==> config.mk <==
export PLATFORM = sky130hd
export DESIGN_NAME = spb_master
export DESIGN_NICKNAME = d
export VERILOG_FILES = /design/src/shared/spb_pkg.sv /design/src/shared/spb_tick_if.sv /design/src/rtl/spb_master.sv /design/src/rtl/spb_clkdiv.sv
export SDC_FILE = /design/constraint.sdc
export NUM_CORES = 1
export LEC_CHECK = 0
export ABC_AREA = 1
export BUFFER_PORTS_ARGS = -buffer_cell sky130_fd_sc_hd__buf_2
export CAP_MARGIN = 15
export CORE_MARGIN = 2
export CORE_UTILIZATION = 35
export DETAILED_ROUTE_END_ITERATION = 7
export SYNTH_ARGS = -nofsm -noshare
export SYNTH_HDL_FRONTEND = slang
export SYNTH_SLANG_ARGS = --single-unit
==> constraint.sdc <==
create_clock -name clock_i -period 8.1 [get_ports clock_i]
set_clock_uncertainty 0.15 [all_clocks]
set_input_delay 1.215 -clock clock_i [delete_from_list [all_inputs] [get_ports clock_i]]
set_output_delay 1.215 -clock clock_i [all_outputs]
set_load 0.005 [all_outputs]
==> src/shared/spb_pkg.sv <==
// constants and types shared by the slow peripheral bus master
package spb_pkg;
  localparam int unsigned CLK_HZ          = 100_000_000;
  localparam int          ADDR_W          = 26;
  localparam int          SEG_BIT         = 25;
  localparam int          TMO_WR_START    = 255;
  localparam int          TMO_RD_START    = 256;
  localparam logic [1:0]  DW_8BIT         = 2'h0;
  localparam logic [1:0]  DW_16BIT        = 2'h1;
  localparam logic [1:0]  DW_32BIT        = 2'h2;
  localparam logic [2:0]  PROTO_GENERIC   = 3'h0;
  localparam logic        FRM_WIDTH_8     = 1'b0;
  localparam logic        FRM_WIDTH_32    = 1'b1;
  localparam logic        FRM_RESET_VALUE = FRM_WIDTH_32;
  localparam logic [2:0]  PROTO_RESET_VAL = PROTO_GENERIC;
  localparam logic [1:0]  DW_RESET_VALUE  = DW_8BIT;
  localparam logic [7:0]  DIV_RESET_VALUE = 8'h01;
  localparam int          ADDR_CYCLES     = 3;

  typedef enum logic [3:0] {
    SPB_IDLE, SPB_ADDR, SPB_TURN, SPB_SETUP, SPB_PULSE, SPB_HOLD, SPB_GAP
  } spb_state_t;
endpackage

==> src/shared/spb_tick_if.sv <==
// port clock tick carried from divider to sequencer
`timescale 1ns/10ps
interface spb_tick_if;
  logic tick;
  logic port_clock;
  modport src (output tick, output port_clock);
  modport dst (input tick, input port_clock);
endinterface

==> src/rtl/spb_master.sv <==
// slow peripheral bus master: sequencer for flash and framer ports
//
// Contract
// - 26-bit address goes out one byte per port cycle over three cycles; bits 25:24 are ORed into the third byte.
// - two slave ports, chip select 0 for flash, 1 for framer.
// - each flash write is exactly one 8-bit external cycle.
// - flash read width resets to 32-bit; four byte reads pack to a word.
// - 8-bit read mode: one read cycle, byte returned in bits 7 to 0.
// - no 16-bit flash read mode; only 8 and 32 bit widths selectable.
// - 64 MB space split into two 32 MB segments, one select each.
// - bursts become independent single transfers on the external bus.
// - one idle cycle between back-to-back external transactions.
// - port clock is the bus clock divided by the divider register; a divisor of one or zero holds it high.
// - address latch enable low for the three address cycles, then high.
// - low two address outputs held stable for the whole transaction.
// - fixed-timed strobes follow setup, pulse and hold counts only.
// - write: data and select, strobe after setup, select off hold later.
// - self-timed write strobe ends on device acknowledge.
// - self-timed write time-out from 255 ends transfer, flags, interrupts.
// - read: tri-state turnaround cycle after address, then select.
// - fixed read: strobe after setup for pulse count; select off next cycle.
// - self-timed read ended by acknowledge, time-out from 256.
// - pack shift clock, pack output enable and direction outputs.
// - data width field: 0 for 8, 1 for 16, 2 for 32 bits.
// - protocol select resets to mode 0, generic 8-bit.
`timescale 1ns/10ps
module spb_master
  import spb_pkg::*;
#(
  parameter int DIV_W = 8,
  parameter int TIM_W = 4
) (
  // clock and reset
  input  wire logic              clock_i,
  input  wire logic              resetn_i,
  // configuration
  input  wire logic              flash_read_width_select_i,
  input  wire logic [2:0]        interface_protocol_select_i,
  input  wire logic [1:0]        data_width_field_i,
  input  wire logic [DIV_W-1:0]  port_clock_divider_reg_i,
  input  wire logic [TIM_W-1:0]  setup_cnt_i,
  input  wire logic [TIM_W-1:0]  pulse_cnt_i,
  input  wire logic [TIM_W-1:0]  hold_cnt_i,
  input  wire logic              self_timed_i,
  input  wire logic              cfg_load_i,
  // internal master request
  input  wire logic              req_valid_i,
  output logic                   req_ready_o,
  input  wire logic              req_write_i,
  input  wire logic [ADDR_W-1:0] req_addr_i,
  input  wire logic [7:0]        req_wdata_i,
  output logic                   rsp_valid_o,
  output logic [31:0]            rsp_rdata_o,
  output logic                   rsp_timeout_o,
  output logic                   timeout_irq_o,
  // status
  output logic                   flash_read_width_o,
  output logic [2:0]             interface_protocol_o,
  output logic [1:0]             data_width_o,
  output logic [ADDR_W-1:0]      timeout_addr_o,
  // external pins
  output logic                   port_clock_o,
  output logic                   addr_latch_enable_n_o,
  input  wire logic [7:0]        shared_addr_data_bus_i,
  output logic [7:0]             shared_addr_data_bus_o,
  output logic                   shared_addr_data_bus_oe_o,
  output logic [1:0]             low_addr_o,
  output logic [1:0]             chip_select_n_o,
  output logic                   write_strobe_n_o,
  output logic                   read_strobe_n_o,
  input  wire logic              device_acknowledge_n_i,
  output logic                   pack_shift_clock_o,
  output logic                   pack_output_enable_n_o,
  output logic                   pack_direction_o
);
  spb_tick_if tck ();
  spb_state_t state_ff;
  logic                frm_ff;
  logic [2:0]          proto_ff;
  logic [1:0]          dw_ff;
  logic [DIV_W-1:0]    div_ff;
  logic [ADDR_W-1:0]   addr_ff;
  logic [7:0]          wdata_ff;
  logic                wr_ff;
  logic                st_ff;
  logic [1:0]          byte_ff;
  logic [1:0]          nbytes_ff;
  logic [1:0]          acyc_ff;
  logic [TIM_W-1:0]    tcnt_ff;
  logic [8:0]          tmo_ff;
  logic [31:0]         pack_ff;
  logic [ADDR_W-1:0]   cur_addr;
  logic                seg;
  logic                ack;
  logic                tmo_hit;
  logic                tmo_flag_ff;

  spb_clkdiv #(.DIV_W(DIV_W)) u_div (
    .clock_i   (clock_i),
    .resetn_i  (resetn_i),
    .divisor_i (div_ff),
    .tck       (tck)
  );

  // configuration registers; only 8 and 32 bit flash reads exist
  always_ff @(posedge clock_i or negedge resetn_i) begin
    if (!resetn_i) begin
      frm_ff   <= FRM_RESET_VALUE;
      proto_ff <= PROTO_RESET_VAL;
      dw_ff    <= DW_RESET_VALUE;
      div_ff   <= DIV_RESET_VALUE;
    end else if (cfg_load_i) begin
      frm_ff   <= flash_read_width_select_i;
      proto_ff <= interface_protocol_select_i;
      // encoding 3 is not a width, keep the old value
      if (data_width_field_i != 2'h3)
        dw_ff <= data_width_field_i;
      div_ff   <= port_clock_divider_reg_i;
    end
  end

  assign flash_read_width_o   = frm_ff;
  assign interface_protocol_o = proto_ff;
  assign data_width_o         = dw_ff;

  // byte k of a packed read lives at base + k
  assign cur_addr = addr_ff + ADDR_W'(byte_ff);
  assign seg      = addr_ff[SEG_BIT];
  assign ack      = !device_acknowledge_n_i;
  assign tmo_hit  = st_ff && (tmo_ff == 9'h000);
  assign req_ready_o = (state_ff == SPB_IDLE);

  // request capture; a burst arrives as separate requests
  always_ff @(posedge clock_i or negedge resetn_i) begin
    if (!resetn_i) begin
      addr_ff   <= '0;
      wdata_ff  <= 8'h00;
      wr_ff     <= 1'b0;
      st_ff     <= 1'b0;
      nbytes_ff <= 2'h0;
    end else if (req_valid_i && req_ready_o) begin
      addr_ff   <= req_addr_i;
      wdata_ff  <= req_wdata_i;
      wr_ff     <= req_write_i;
      st_ff     <= self_timed_i;
      // writes are one byte framer port and 8-bit mode one read
      nbytes_ff <= (req_write_i || req_addr_i[SEG_BIT] || frm_ff == FRM_WIDTH_8)
                   ? 2'h0 : 2'h3;
    end
  end

  // sequencer, leaves idle on the bus clock when a request is valid, then advances on port clock ticks
  always_ff @(posedge clock_i or negedge resetn_i) begin
    if (!resetn_i) begin
      state_ff <= SPB_IDLE;
      acyc_ff  <= 2'h0;
      tcnt_ff  <= '0;
      byte_ff  <= 2'h0;
    end else if (state_ff == SPB_IDLE) begin
      if (req_valid_i) begin
        state_ff <= SPB_ADDR;
        acyc_ff  <= 2'h0;
        byte_ff  <= 2'h0;
      end
    end else if (tck.tick) begin
      case (state_ff)
        SPB_ADDR: begin
          acyc_ff <= acyc_ff + 2'h1;
          if (acyc_ff == 2'(ADDR_CYCLES - 1)) begin
            state_ff <= wr_ff ? SPB_SETUP : SPB_TURN;
            tcnt_ff  <= setup_cnt_i;
          end
        end
        SPB_TURN: state_ff <= SPB_SETUP;
        SPB_SETUP: begin
          // zero setup still spends one port cycle in setup before the strobe
          if (tcnt_ff == '0) begin
            state_ff <= SPB_PULSE;
            tcnt_ff  <= pulse_cnt_i;
          end else
            tcnt_ff <= tcnt_ff - TIM_W'(1);
        end
        SPB_PULSE: begin
          // self-timed ends on acknowledge or time-out, else pulse count
          if (st_ff ? (ack || tmo_hit) : (tcnt_ff <= TIM_W'(1))) begin
            state_ff <= SPB_HOLD;
            // read select drops one cycle after strobe
            tcnt_ff  <= wr_ff ? hold_cnt_i : TIM_W'(1);
          end else if (!st_ff)
            tcnt_ff <= tcnt_ff - TIM_W'(1);
        end
        SPB_HOLD: begin
          if (tcnt_ff <= TIM_W'(1)) begin
            state_ff <= SPB_GAP;
          end else
            tcnt_ff <= tcnt_ff - TIM_W'(1);
        end
        SPB_GAP: begin
          // one idle port cycle between transactions
          if (byte_ff != nbytes_ff && !tmo_flag_ff) begin
            byte_ff  <= byte_ff + 2'h1;
            acyc_ff  <= 2'h0;
            state_ff <= SPB_ADDR;
          end else
            state_ff <= SPB_IDLE;
        end
        default: state_ff <= SPB_IDLE;
      endcase
    end
  end

  // time-out counter; 255 for writes, 256 for reads
  always_ff @(posedge clock_i or negedge resetn_i) begin
    if (!resetn_i)
      tmo_ff <= 9'h000;
    else if (state_ff == SPB_SETUP)
      tmo_ff <= wr_ff ? 9'(TMO_WR_START) : 9'(TMO_RD_START);
    else if (state_ff == SPB_PULSE && tck.tick && tmo_ff != 9'h000)
      tmo_ff <= tmo_ff - 9'h001;
  end

  // the outcome is kept until the answer, so an acknowledge that lands in
  // the tick where the counter runs out is reported as a normal end
  always_ff @(posedge clock_i or negedge resetn_i) begin
    if (!resetn_i)
      tmo_flag_ff <= 1'b0;
    else if (state_ff == SPB_IDLE)
      tmo_flag_ff <= 1'b0;
    else if (state_ff == SPB_PULSE && tck.tick && st_ff && !ack && tmo_hit)
      tmo_flag_ff <= 1'b1;
  end

  // read packing, lowest address in the lowest lane
  always_ff @(posedge clock_i or negedge resetn_i) begin
    if (!resetn_i)
      pack_ff <= 32'h0000_0000;
    else if (state_ff == SPB_ADDR && acyc_ff == 2'h0 && byte_ff == 2'h0)
      pack_ff <= 32'h0000_0000;
    else if (state_ff == SPB_PULSE && tck.tick && !wr_ff)
      pack_ff[byte_ff*8 +: 8] <= shared_addr_data_bus_i;
  end

  // answer, time-out flag and time-out address register
  always_ff @(posedge clock_i or negedge resetn_i) begin
    if (!resetn_i) begin
      rsp_valid_o    <= 1'b0;
      rsp_rdata_o    <= 32'h0000_0000;
      rsp_timeout_o  <= 1'b0;
      timeout_irq_o  <= 1'b0;
      timeout_addr_o <= '0;
    end else begin
      rsp_valid_o   <= 1'b0;
      timeout_irq_o <= 1'b0;
      if (state_ff == SPB_PULSE && tck.tick && st_ff && !ack && tmo_hit) begin
        // irq and register update land together
        timeout_irq_o  <= 1'b1;
        timeout_addr_o <= cur_addr;
      end
      if (state_ff == SPB_GAP && tck.tick && (byte_ff == nbytes_ff || tmo_flag_ff)) begin
        rsp_valid_o   <= 1'b1;
        rsp_rdata_o   <= pack_ff;
        rsp_timeout_o <= tmo_flag_ff;
      end
    end
  end

  // pins: address byte order low, middle, high; small parts alias
  // three latches hold 24 bits, so bits 25:24 are folded into the third byte;
  // the segment reaches the far side through the chip selects instead
  always_comb begin
    shared_addr_data_bus_o    = 8'h00;
    shared_addr_data_bus_oe_o = 1'b0;
    case (state_ff)
      SPB_ADDR: begin
        shared_addr_data_bus_oe_o = 1'b1;
        shared_addr_data_bus_o    = (acyc_ff == 2'h0) ? cur_addr[7:0] :
                                    (acyc_ff == 2'h1) ? cur_addr[15:8] :
                                    {6'h00, cur_addr[25:24]} | cur_addr[23:16];
      end
      SPB_SETUP, SPB_PULSE, SPB_HOLD: begin
        shared_addr_data_bus_oe_o = wr_ff;
        shared_addr_data_bus_o    = wdata_ff;
      end
      default: ;
    endcase
  end

  assign addr_latch_enable_n_o = (state_ff != SPB_ADDR);
  assign low_addr_o      = (state_ff == SPB_IDLE) ? 2'h0 : cur_addr[1:0];
  assign chip_select_n_o = (state_ff == SPB_SETUP || state_ff == SPB_PULSE ||
                            state_ff == SPB_HOLD) ? (seg ? 2'b01 : 2'b10)
                                                  : 2'b11;
  assign write_strobe_n_o = !(state_ff == SPB_PULSE && wr_ff);
  assign read_strobe_n_o  = !(state_ff == SPB_PULSE && !wr_ff);
  assign port_clock_o     = tck.port_clock;
  // pack helpers idle at 8-bit width in any mode; otherwise shift clock follows the strobe, enable the hold
  assign pack_shift_clock_o     = (dw_ff != DW_8BIT) && (state_ff == SPB_PULSE);
  assign pack_output_enable_n_o = !((dw_ff != DW_8BIT) && state_ff == SPB_HOLD);
  assign pack_direction_o       = !wr_ff;
endmodule

==> src/rtl/spb_clkdiv.sv <==
// port clock divider: one tick per divided period
`timescale 1ns/10ps
module spb_clkdiv
  import spb_pkg::*;
#(
  parameter int DIV_W = 8
) (
  // clock and reset
  input  wire logic             clock_i,
  input  wire logic             resetn_i,
  // divisor
  input  wire logic [DIV_W-1:0] divisor_i,
  // tick out
  spb_tick_if.src               tck
);
  logic [DIV_W-1:0] cnt_ff;
  logic             clk_ff;
  logic             tick_ff;
  logic [DIV_W-1:0] lim;

  // divisor of zero behaves like one so the port never stalls
  assign lim = (divisor_i == '0) ? DIV_W'(1) : divisor_i;

  always_ff @(posedge clock_i or negedge resetn_i) begin
    if (!resetn_i) begin
      cnt_ff  <= '0;
      tick_ff <= 1'b0;
      clk_ff  <= 1'b0;
    end else if (cnt_ff >= lim - DIV_W'(1)) begin
      cnt_ff  <= '0;
      tick_ff <= 1'b1;
      clk_ff  <= 1'b1;
    end else begin
      cnt_ff  <= cnt_ff + DIV_W'(1);
      tick_ff <= 1'b0;
      // high for the first half of the period, rounded up; a divisor of one
      // leaves it high, since a register cannot follow the bus clock itself
      clk_ff  <= (cnt_ff + DIV_W'(1)) < (lim - (lim >> 1));
    end
  end

  assign tck.tick       = tick_ff;
  assign tck.port_clock = clk_ff;
endmodule

==> results of run 1 <==
-- metrics by stage --
step / total power, uW / setup slack, ns / hold slack, ns / cell area (sq um)
floorplan: 2150 / 5.00 / 0.292 / 9440
global placement: 2560 / 4.25 / 0.304 / 10600
detailed placement: 2580 / 4.19 / 0.308 / 10600
CTS: 3390 / 3.72 / 0.325 / 11100
global route: 3640 / 3.50 / 0.348 / 11100
finish: 3360 / 3.71 / 0.325 / 11100
-- critical path, cell delays in order (launching register included) --
cell     delay, ns
dfrtp_1       0.81
ha_1          0.34
fa_1          0.22
nand2_1       0.09
nor2_2        0.26
nand2_1       0.16
nor2_1        0.16
xor2_1        0.22
nor2_1        0.06
nand2_1       0.08
nand2_1       0.05
nand2_1       0.06
buf_2         0.11
-- cells by family (layout without fill, tap and decap cells) --
group                      count (synthesis)  after routing  share of synthesized area, %
and+or+nand+nor                          586            586                          26.1
AOI/OAI and AO/OA                        177            177                          10.6
buffers and inverters                    176            341                          7.46
DFF                                      175            175                          46.4
adders and majority gates                 47             47                          6.39
xor gates and xnor gates                  32             32                          2.97
muxes                                      1              1                         0.106
other                                      0              1                             0
-- placed cells by master, fill, tap and decap left out, types with 3 or more instances in the layout --
master	instances
a21oi_1	30
buf_2	161
buf_4	4
clkbuf_16	17
clkinvlp_4	4
dfrtp_1	173
ha_1	45
inv_1	137
inv_2	5
inv_6	3
nand2_1	376
nand2_2	3
nand3_1	75
nand3b_1	4
nand4_1	20
nor2_1	84
nor2_2	5
nor3_1	7
o211ai_1	5
o21ai_0	115
o21ai_1	4
o21ai_2	3
o21bai_1	3
o221ai_1	3
xnor2_1	6
xor2_1	26
-- power by group through the flow --
stage	clock (uW)	combinational [uW]	sequential, uW
2_1_floorplan	0	955	1190
3_3_place_gp	0	1290	1260
3_5_place_dp	0	1320	1270
4_1_cts	817	1320	1250
5_1_grt	855	1500	1280
6_report	798	1310	1260
-- synth_stat cells (2+ instances only) --
library cell    n
nor3_1          7
xnor2_1         6
o21ai_0       115
nand3_1        75
o211ai_1        5
nand3_2         2
inv_2           5
clkbuf_1       18
nand4_1        20
inv_1         137
buf_6           4
nand2_4         2
a21oi_1        30
buf_2           9
fa_1            2
dfrtp_1       173
o21ai_1         4
nand3b_1        4
nor2_1         84
or2_2           2
o221ai_1        3
xor2_1         26
nor2_2          5
ha_1           45
dfstp_2         2
o21bai_1        3
a21boi_0        2
nor2_4          2
o21ai_2         3
nand2_2         2
o21a_1          2
nand2_1       377
-- flip-flops by register name, indices dropped and copies added, names as in the netlist, 3 cells and up --
register and cells:
pack_ff 32, interface_protocol_o 3, wdata_ff 8, addr_ff 26, timeout_addr_o 26, tcnt_ff 4, state_ff 3, tmo_ff 9
div_ff 8, u_div.cnt_ff 8, rsp_rdata_o 32
-- worst max-delay path by stage --
stage / start / endpoint / slack, ns / cells after the start
final: byte_ff[0] / shared_addr_data_bus_o[0] / 3.71 / 12
after global routing: byte_ff[0] / shared_addr_data_bus_o[0] / 3.50 / 12
after CTS: byte_ff[0] / shared_addr_data_bus_o[0] / 3.72 / 12
after detailed placement: byte_ff[0] / shared_addr_data_bus_o[0] / 4.19 / 12
after global placement: byte_ff[0] / shared_addr_data_bus_o[0] / 4.25 / 12
after floorplan: byte_ff[0] / shared_addr_data_bus_o[0] / 5.00 / 11
-- layer usage --
layer  global-route usage [%]  routed length (um)  vias up
li1                         -                   -     4118
met1                     25.2               12200     3823
met2                     28.6               11400      176
met3                     3.03                 991       26
met4                     5.70                 455        0
met5                        0                   0        -
-- layout make-up --
cell class / count / area (sq um)
multi-input cells: 843 / 4360
well taps: 341 / 427
fillers: 2744 / 15600
flip-flops and latches: 175 / 4380
repair buffers: 166 / 847
clock inverters: 11 / 105
clock buffers: 20 / 457
inverters: 144 / 543
diodes: 1 / 2.50
==> impl_metrics.env, run 1 <==
export IMPL_clkPwrFrac_pct=23.7
export IMPL_syn_avg_cell_area_sq_um=7.91
export IMPL_final_util_pct=41.6
export IMPL_post_route_period_util_pct=54.3
export IMPL_cts_buffer_depth=2
export IMPL_p_leak_uw=0.00578
export IMPL_h_tree_depth=4
export IMPL_ir_drop_mv=0.165
export IMPL_cts_hold_buf=0
export IMPL_antenna_left=0
export IMPL_die_height_um=168
export IMPL_ff2ff_setup_slack_ns=4.54
export IMPL_antenna_found_initial=1
export IMPL_cts_repair_resized=0
export IMPL_vias=8143
export IMPL_instances_no_fill=1701
export IMPL_start_kind="flop"
export IMPL_port_buffers=162
export IMPL_die_w_um=168
export IMPL_clkTransAtPathRegs_ns=0.06
export IMPL_status="finished, final reports clean"
export IMPL_combPwrFrac_pct=39.0
export IMPL_crit_fanout=23
export IMPL_yosysTopAreaCell="dfrtp_1"
export IMPL_cts_tree="done"
export IMPL_holdPathEnd="wdata_ff[1]"
export IMPL_synth_ff_type="dfrtp_1"
export IMPL_ys_types=50
export IMPL_yosysTopAreaCellShare_pct=45.8
export IMPL_async_flop_share_pct=100
export IMPL_syn_inst=1194
export IMPL_pwr_share_seq_pct=37.3
export IMPL_regToRegStartpoint="div_ff[2]"
export IMPL_fin_tns_setup_ns=0
export IMPL_grt_overflow=0
export IMPL_synthTopCellsByArea="dfrtp_1 (46%), nand2_1 (15%), o21ai_0 (6.1%)"
export IMPL_nets=1469
export IMPL_placed_cells=1669
export IMPL_syn_area_sq_mm=0.00944
export IMPL_rsz0062_at_grt="no"
export IMPL_syn_to_final_growth_pct=17.8
export IMPL_maxCapViolCount=0
export IMPL_synth_edff_count=0
export IMPL_core_sq_mm=0.0267
export IMPL_row_count=60
export IMPL_drc=0
export IMPL_regToRegEndpoint="u_div.tck.port_clock"
export IMPL_period_minus_slack_ns=4.39
export IMPL_slew_headroom_pct=30.3
export IMPL_cts_root_buffer="clkbuf_16"
export IMPL_finalMaxSlewViolations=0
export IMPL_setup_viol=0
export IMPL_ios=163
export IMPL_synth_seq_cells=175
export IMPL_cts_sinks=175
export IMPL_cp_end_kind="primary output"
export IMPL_powerDensity_mw_per_mm2=302
export IMPL_rr_worst_depth=15
export IMPL_intPower_uw=1940
export IMPL_wl_mm=25.1
export IMPL_criticalPathCategory="flop to primary output"
export IMPL_holdPathStages=2
export IMPL_swShare_pct=42.2
export IMPL_crit_arrival_ns=3.03
export IMPL_fp_dieArea_sq_mm=0.0283
export IMPL_grt_total_usage_pct=18.0
export IMPL_grt_pass1_vias=7794
export IMPL_post_cts_setup_buffers=0
export IMPL_worstMarginPinSlew_ns=1.04
export IMPL_first_pass_iters=5
export IMPL_ys_warn_count=0
export IMPL_dp_final_hpwl_mm=19.0
export IMPL_place_gp_congestion=0.904
export IMPL_hp_class="flop to flop"
export IMPL_hold_viol=0
export IMPL_vias_per_cell=4.79
export IMPL_hp_start="wdata_ff[1]"
export IMPL_required_ns=6.73
export IMPL_drive_gt1_share_pct=16.9
export IMPL_drt_iter0_drc=479
export IMPL_grt_max_degree=112
export IMPL_synth_seq_area_share_pct=46.4
export IMPL_clock_latency_ns=0.43
export IMPL_grt_pass1_wl_mm=40.5
export IMPL_max_freq_mhz=228
export IMPL_wl_per_cell_um=14.7
export IMPL_synth_fp_nets=1316
export IMPL_initial_core_util_pct=35.3
export IMPL_power_switching_uw=1420
export IMPL_cts_buffers=17
No activity file was read; power rests on OpenSTA's default activity.
==> inputs of run 2 (changes only) <==
clock period = 4.1 ns   (was 8.1 ns; I/O delays follow)
==> impl_metrics.env, run 2 (synthesis results as in run 1) <==
export IMPL_drt_iter0_drc=592
export IMPL_hp_class="input pin to asynchronous set/reset pin"
export IMPL_nets=1473
export IMPL_grt_total_usage_pct=17.8
export IMPL_vias_per_cell=4.77
export IMPL_grt_met2_usage_pct=29.4
export IMPL_p_leak_uw=0.00583
export IMPL_die_height_um=168
export IMPL_vias=8129
export IMPL_dp_final_hpwl_mm=18.7
export IMPL_crit_fanout=10
export IMPL_dpl_instance_area_sq_mm=0.0106
export IMPL_place_gp_congestion=0.896
export IMPL_slew_headroom_pct=38.5
export IMPL_wl_mm=24.6
export IMPL_top_regs="pack_ff (32), rsp_rdata_o (32)"
export IMPL_crit_slowest_cell="dfrtp_1"
export IMPL_slowest_delay_ns=0.40
export IMPL_pre_cts_ws_ns=0.620
export IMPL_required_ns=4.27
export IMPL_wl_per_cell_um=14.4
export IMPL_clock_latency_ns=0.44
export IMPL_post_route_period_util_pct=85.7
export IMPL_grt_pass1_vias=7950
export IMPL_final_cell_mix="nand2_1 (376), dfrtp_1 (173), buf_2 (161)"
export IMPL_cts_hold_buf=0
export IMPL_grt_max_degree=68
export IMPL_worstMarginPinSlew_ns=0.915
export IMPL_post_cts_setup_buffers=0
export IMPL_drc=0
export IMPL_cts_repair_resized=0
export IMPL_initial_core_util_pct=35.3
export IMPL_grt_busiest_layer="met2"
export IMPL_maxCapViolCount=0
export IMPL_setup_viol=0
export IMPL_port_buffers=162
export IMPL_cts_buffer_depth=2
export IMPL_powerDensity_mw_per_mm2=597
export IMPL_cp_end_kind="flop"
export IMPL_hold_viol=8
export IMPL_syn_to_final_growth_pct=18.7
export IMPL_start_kind="flop"
export IMPL_h_tree_depth=4
export IMPL_violations="negative hold slack"
export IMPL_max_freq_mhz=284
export IMPL_critPathTopFamily="simple AND/OR/NAND/NOR gates"
export IMPL_die_w_um=168
export IMPL_cp_cell_sequence="inv_1, ha_1, nand4_1, nand2_1, ha_1, a21boi_0, inv_1, nand2_1, nand2_1, xor2_1, ha_1, a21oi_1, o21a_1, nand3_1, o21bai_1"
export IMPL_use_met1_pct=23.7
export IMPL_crit_arrival_ns=3.68
export IMPL_cts_buffers=17
export IMPL_grt_pass1_wl_mm=40.1
export IMPL_cts_sinks=175
export IMPL_antenna_left=0
export IMPL_fp_dieArea_sq_mm=0.0283
export IMPL_rsz0062_at_grt="no"
export IMPL_row_count=60
export IMPL_cts_root_buffer="clkbuf_16"
export IMPL_antenna_found_initial=2
export IMPL_ios=163
export IMPL_fin_tns_setup_ns=0
export IMPL_ir_drop_mv=0.306
export IMPL_cts_tree="done"
export IMPL_core_sq_mm=0.0267
export IMPL_period_minus_slack_ns=3.52
export IMPL_status="complete, but fails checks"
export IMPL_finalInstanceArea_sq_mm=0.0112
export IMPL_drive_gt1_share_pct=17.2
export IMPL_first_pass_iters=5
export IMPL_criticalPathCategory="flop to flop"
export IMPL_met3_usage_pct=3.67
export IMPL_whs_ns=-0.0145
export IMPL_finalWorstSetupSlack_ns=0.585
export IMPL_grt_overflow=0
export IMPL_finalMaxSlewViolations=0
export IMPL_path_buf_inv=2
export IMPL_clkTransAtPathRegs_ns=0.07
export IMPL_n_antenna_cell=0
export IMPL_final_common_cell="nand2_1"
## run 2: final cells by class
type                            instances  area (sq um)
Timing Repair Buffer                  170           910
Tap cell                              341           427
Clock buffer                           20           467
Clock inverter                         12           123
Fill cell                            2780         15500
Sequential cell                       175          4380
Inverter                              144           543
Multi-Input combinational cell        843          4360
## run 2: layer usage
| metal | vias to the layer above | part of all wire, % | routed length (um) |
|---|---|---|---|
| met1 | 3789 | 47 | 11600 |
| met2 | 176 | 47 | 11500 |
| li1 | 4132 | - | - |
| met4 | 4 | 1.8 | 451 |
| met3 | 28 | 4.3 | 1060 |
| met5 | - | 0.093 | 23 |
## run 2: worst register-to-register path: cells and delay by family, from the launching register on
family | cells | cell delay [ns]
simple gates | 5 | 1.02
flops | 1 | 0.40
compound gates | 4 | 0.86
fa+ha+maj | 3 | 0.65
buf+inv | 2 | 0.15
xor+xnor | 1 | 0.14
## run 2: metrics by stage
stage               cells  power, uW  utilization, %  hold WS (ns)
floorplan            1194       4240               -         0.169
global placement     1672       5040            39.6         0.303
detailed placement   1672       5080            39.6         0.307
CTS                  1704       6750            41.8       0.00681
global route         1705       7230            41.9        0.0228
finish               1705       6690            41.9       -0.0145
## run 2: worst paths after layout
path	start	to	slack (ns)	cells after the start
max in group asynchronous	resetn_i	timeout_addr_o[5]	2.95	2
max reg2reg	div_ff[2]	u_div.tck.port_clock	0.58	15
max	div_ff[2]	u_div.tck.port_clock	0.58	15
min in group clock_i	req_addr_i[24]	addr_ff[24]	0.22	3
min	resetn_i	rsp_rdata_o[17]	-0.01	1
min reg2reg	wdata_ff[4]	wdata_ff[4]	0.32	2
## run 2: report_power, final
group	leakage, uW	internal [uW]	switching, uW
Combinational	0.00323	894	1740
Sequential	0.00231	2090	341
Clock	0.000279	898	731
==> inputs of run 3 (changes only) <==
CAP_MARGIN = 10   (was 15)
RECOVER_POWER = 100   (was default)
clock period = 3.1 ns   (was 4.1 ns; I/O delays follow)
==> impl_metrics.env, run 3 (synthesis results as in run 1) <==
export IMPL_required_ns=2.48
export IMPL_final_cell_mix="nand2_1 (361), dfrtp_1 (172), inv_1 (129)"
export IMPL_regToRegEndpoint="u_div.tck.port_clock"
export IMPL_cts_buffers=17
export IMPL_whs_ns=0.0794
export IMPL_crit_slowest_cell="dfrtp_1"
export IMPL_grt_pass1_vias=8141
export IMPL_cts_buffer_depth=2
export IMPL_place_gp_congestion=0.917
export IMPL_grt_total_usage_pct=17.9
export IMPL_post_route_period_util_pct=98.2
export IMPL_combPwrFrac_pct=40.9
export IMPL_first_pass_iters=5
export IMPL_crit_fanout=5
export IMPL_vias_per_cell=4.82
export IMPL_core_sq_mm=0.0267
export IMPL_dpl_instance_area_sq_mm=0.0107
export IMPL_finalInstanceArea_sq_mm=0.0116
export IMPL_total_power_uw=9120
export IMPL_power_switching_uw=3820
export IMPL_nFillCells=2745
export IMPL_crit_top_cell="nand2_1"
export IMPL_fp_dieArea_sq_mm=0.0283
export IMPL_swShare_pct=41.9
export IMPL_syn_to_final_growth_pct=22.5
export IMPL_worstMarginPinSlew_ns=1.37
export IMPL_nets=1500
export IMPL_rr_worst_depth=15
export IMPL_cts_sinks=175
export IMPL_placed_cells=1684
export IMPL_cp_end_kind="primary output"
export IMPL_period_minus_slack_ns=3.04
export IMPL_cp_cell_sequence="ha_4, fa_2, nand2_4, nor2_4, nand4_1, nand2_2, o211ai_1, nand2_1, nand2_1, buf_2"
export IMPL_holdPathStages=3
export IMPL_holdPathEnd="addr_ff[19]"
export IMPL_multi_input_area_sq_mm=0.00458
export IMPL_regToRegStartpoint="div_ff[2]"
export IMPL_p_leak_uw=0.00584
export IMPL_intPower_uw=5310
export IMPL_top_regs="pack_ff (32), rsp_rdata_o (32)"
export IMPL_final_common_cell="nand2_1"
export IMPL_vias=8355
export IMPL_criticalPathCategory="flop to primary output"
export IMPL_rsz0062_at_grt="yes"
export IMPL_grt_overflow=0
export IMPL_n_antenna_cell=0
export IMPL_h_tree_depth=4
export IMPL_grt_max_degree=52
export IMPL_hp_start="req_addr_i[19]"
export IMPL_port_buffers=162
export IMPL_clkTransAtPathRegs_ns=0.07
export IMPL_slowest_delay_ns=0.42
export IMPL_setup_viol=0
export IMPL_dp_final_hpwl_mm=18.9
export IMPL_seq_area_sq_mm=0.00438
export IMPL_instances_no_fill=1732
export IMPL_max_freq_mhz=328
export IMPL_status="finished, final reports clean"
export IMPL_start_kind="flop"
export IMPL_wl_per_cell_um=14.6
export IMPL_initial_core_util_pct=35.3
export IMPL_cts_tree="done"
export IMPL_powerDensity_mw_per_mm2=789
export IMPL_drive_gt1_share_pct=19.8
export IMPL_drc=0
export IMPL_wl_mm=25.2
export IMPL_ir_drop_mv=0.398
export IMPL_clock_latency_ns=0.43
export IMPL_finalMaxSlewViolations=0
export IMPL_row_count=60
export IMPL_pwr_share_seq_pct=35.5
export IMPL_antenna_found_initial=1
export IMPL_hp_class="input pin to flop"
export IMPL_ios=163
export IMPL_antenna_left=0
export IMPL_hold_viol=0
export IMPL_cts_root_buffer="clkbuf_16"
export IMPL_die_w_um=168
export IMPL_grt_pass1_wl_mm=40.3
export IMPL_ff2ff_setup_slack_ns=0.15
export IMPL_crit_arrival_ns=2.43
export IMPL_maxCapViolCount=0
export IMPL_die_height_um=168
export IMPL_clkPwrFrac_pct=23.7
export IMPL_drt_iter0_drc=453
export IMPL_slew_headroom_pct=8.85
==> run 3: cell types whose count changed in the layout (fill, tap and decap cells not counted), moves of 4 or more <==
cell / change
nand2_2: +13
nand2_1: -15
nand3_1: -5
ha_1: -5
inv_1: -8
buf_4: +23
nand3_2: +4
nor2_1: -5
ha_4: +4
clkbuf_1: +35
buf_2: -33
inv_2: +8
==> run 3: worst max path at each step <==
stage / start / to / slack (ns)
3_5_place_dp: div_ff[2] / u_div.cnt_ff[6] / 0.05
2_1_floorplan: div_ff[2] / u_div.tck.port_clock / 0.09
6_report: byte_ff[0] / shared_addr_data_bus_o[4] / 0.06
5_1_grt: byte_ff[0] / shared_addr_data_bus_o[0] / -0.07
4_1_cts: div_ff[2] / u_div.cnt_ff[6] / 0.01
3_3_place_gp: div_ff[2] / u_div.tck.port_clock / 0.07
==> run 3: metal layers <==
layer / routed length (um) / up-vias / track usage [%]
met3: 1110 / 35 / 3.64
met4: 554 / 2 / 6.60
met2: 11800 / 192 / 29.4
met1: 11800 / 3936 / 23.3
li1: - / 4190 / -
met5: 13 / - / 0
==> run 3: power by group through the flow <==
| stage | Combinational [uW] | Sequential [uW] | Clock [uW] |
|---|---|---|---|
| after floorplan | 2490 | 3120 | 0 |
| after global placement | 3470 | 3240 | 0 |
| after detailed placement | 3530 | 3250 | 0 |
| after CTS | 3560 | 3210 | 2230 |
| after global routing | 4230 | 3320 | 2320 |
| final | 3730 | 3240 | 2160 |
==> run 3: area by class of cell <==
type	count	share of cell area [%]
timing repair buffer	197	9.04
clock inverter	13	1.32
clock buffer	19	3.74
inverter	144	4.69
tap	341	3.69
sequential	175	37.9
multi-input combinational	843	39.6
==> run 3: repair_timing <==
item                                    CTS  global route
resized for setup                         6            59
pin swaps                                 0            24
endpoints found under the setup margin    3            18
endpoints found under the hold margin    46             0
buffers inserted                          0            15
hold buffers                              1             0
cloned                                    0             0
==> run 3: through the flow <==
stage | util [%] | setup slack [ns] | TNS [ns]
2_1_floorplan | - | 0.0853 | 0
3_3_place_gp | 40.0 | 0.0709 | 0
3_5_place_dp | 40.0 | 0.0512 | 0
4_1_cts | 42.3 | 0.0125 | 0
5_1_grt | 43.3 | -0.0706 | -0.260
6_report | 43.3 | 0.0557 | 0
==> run 3: critical path: cells and delay by family, from the launching register on <==
kind | cells | cell delay [ns]
buffers and inverters | 1 | 0.11
DFF | 1 | 0.42
adders and majority gates | 2 | 0.59
and+or+nand+nor | 6 | 0.63
AOI/OAI and AO/OA | 1 | 0.25
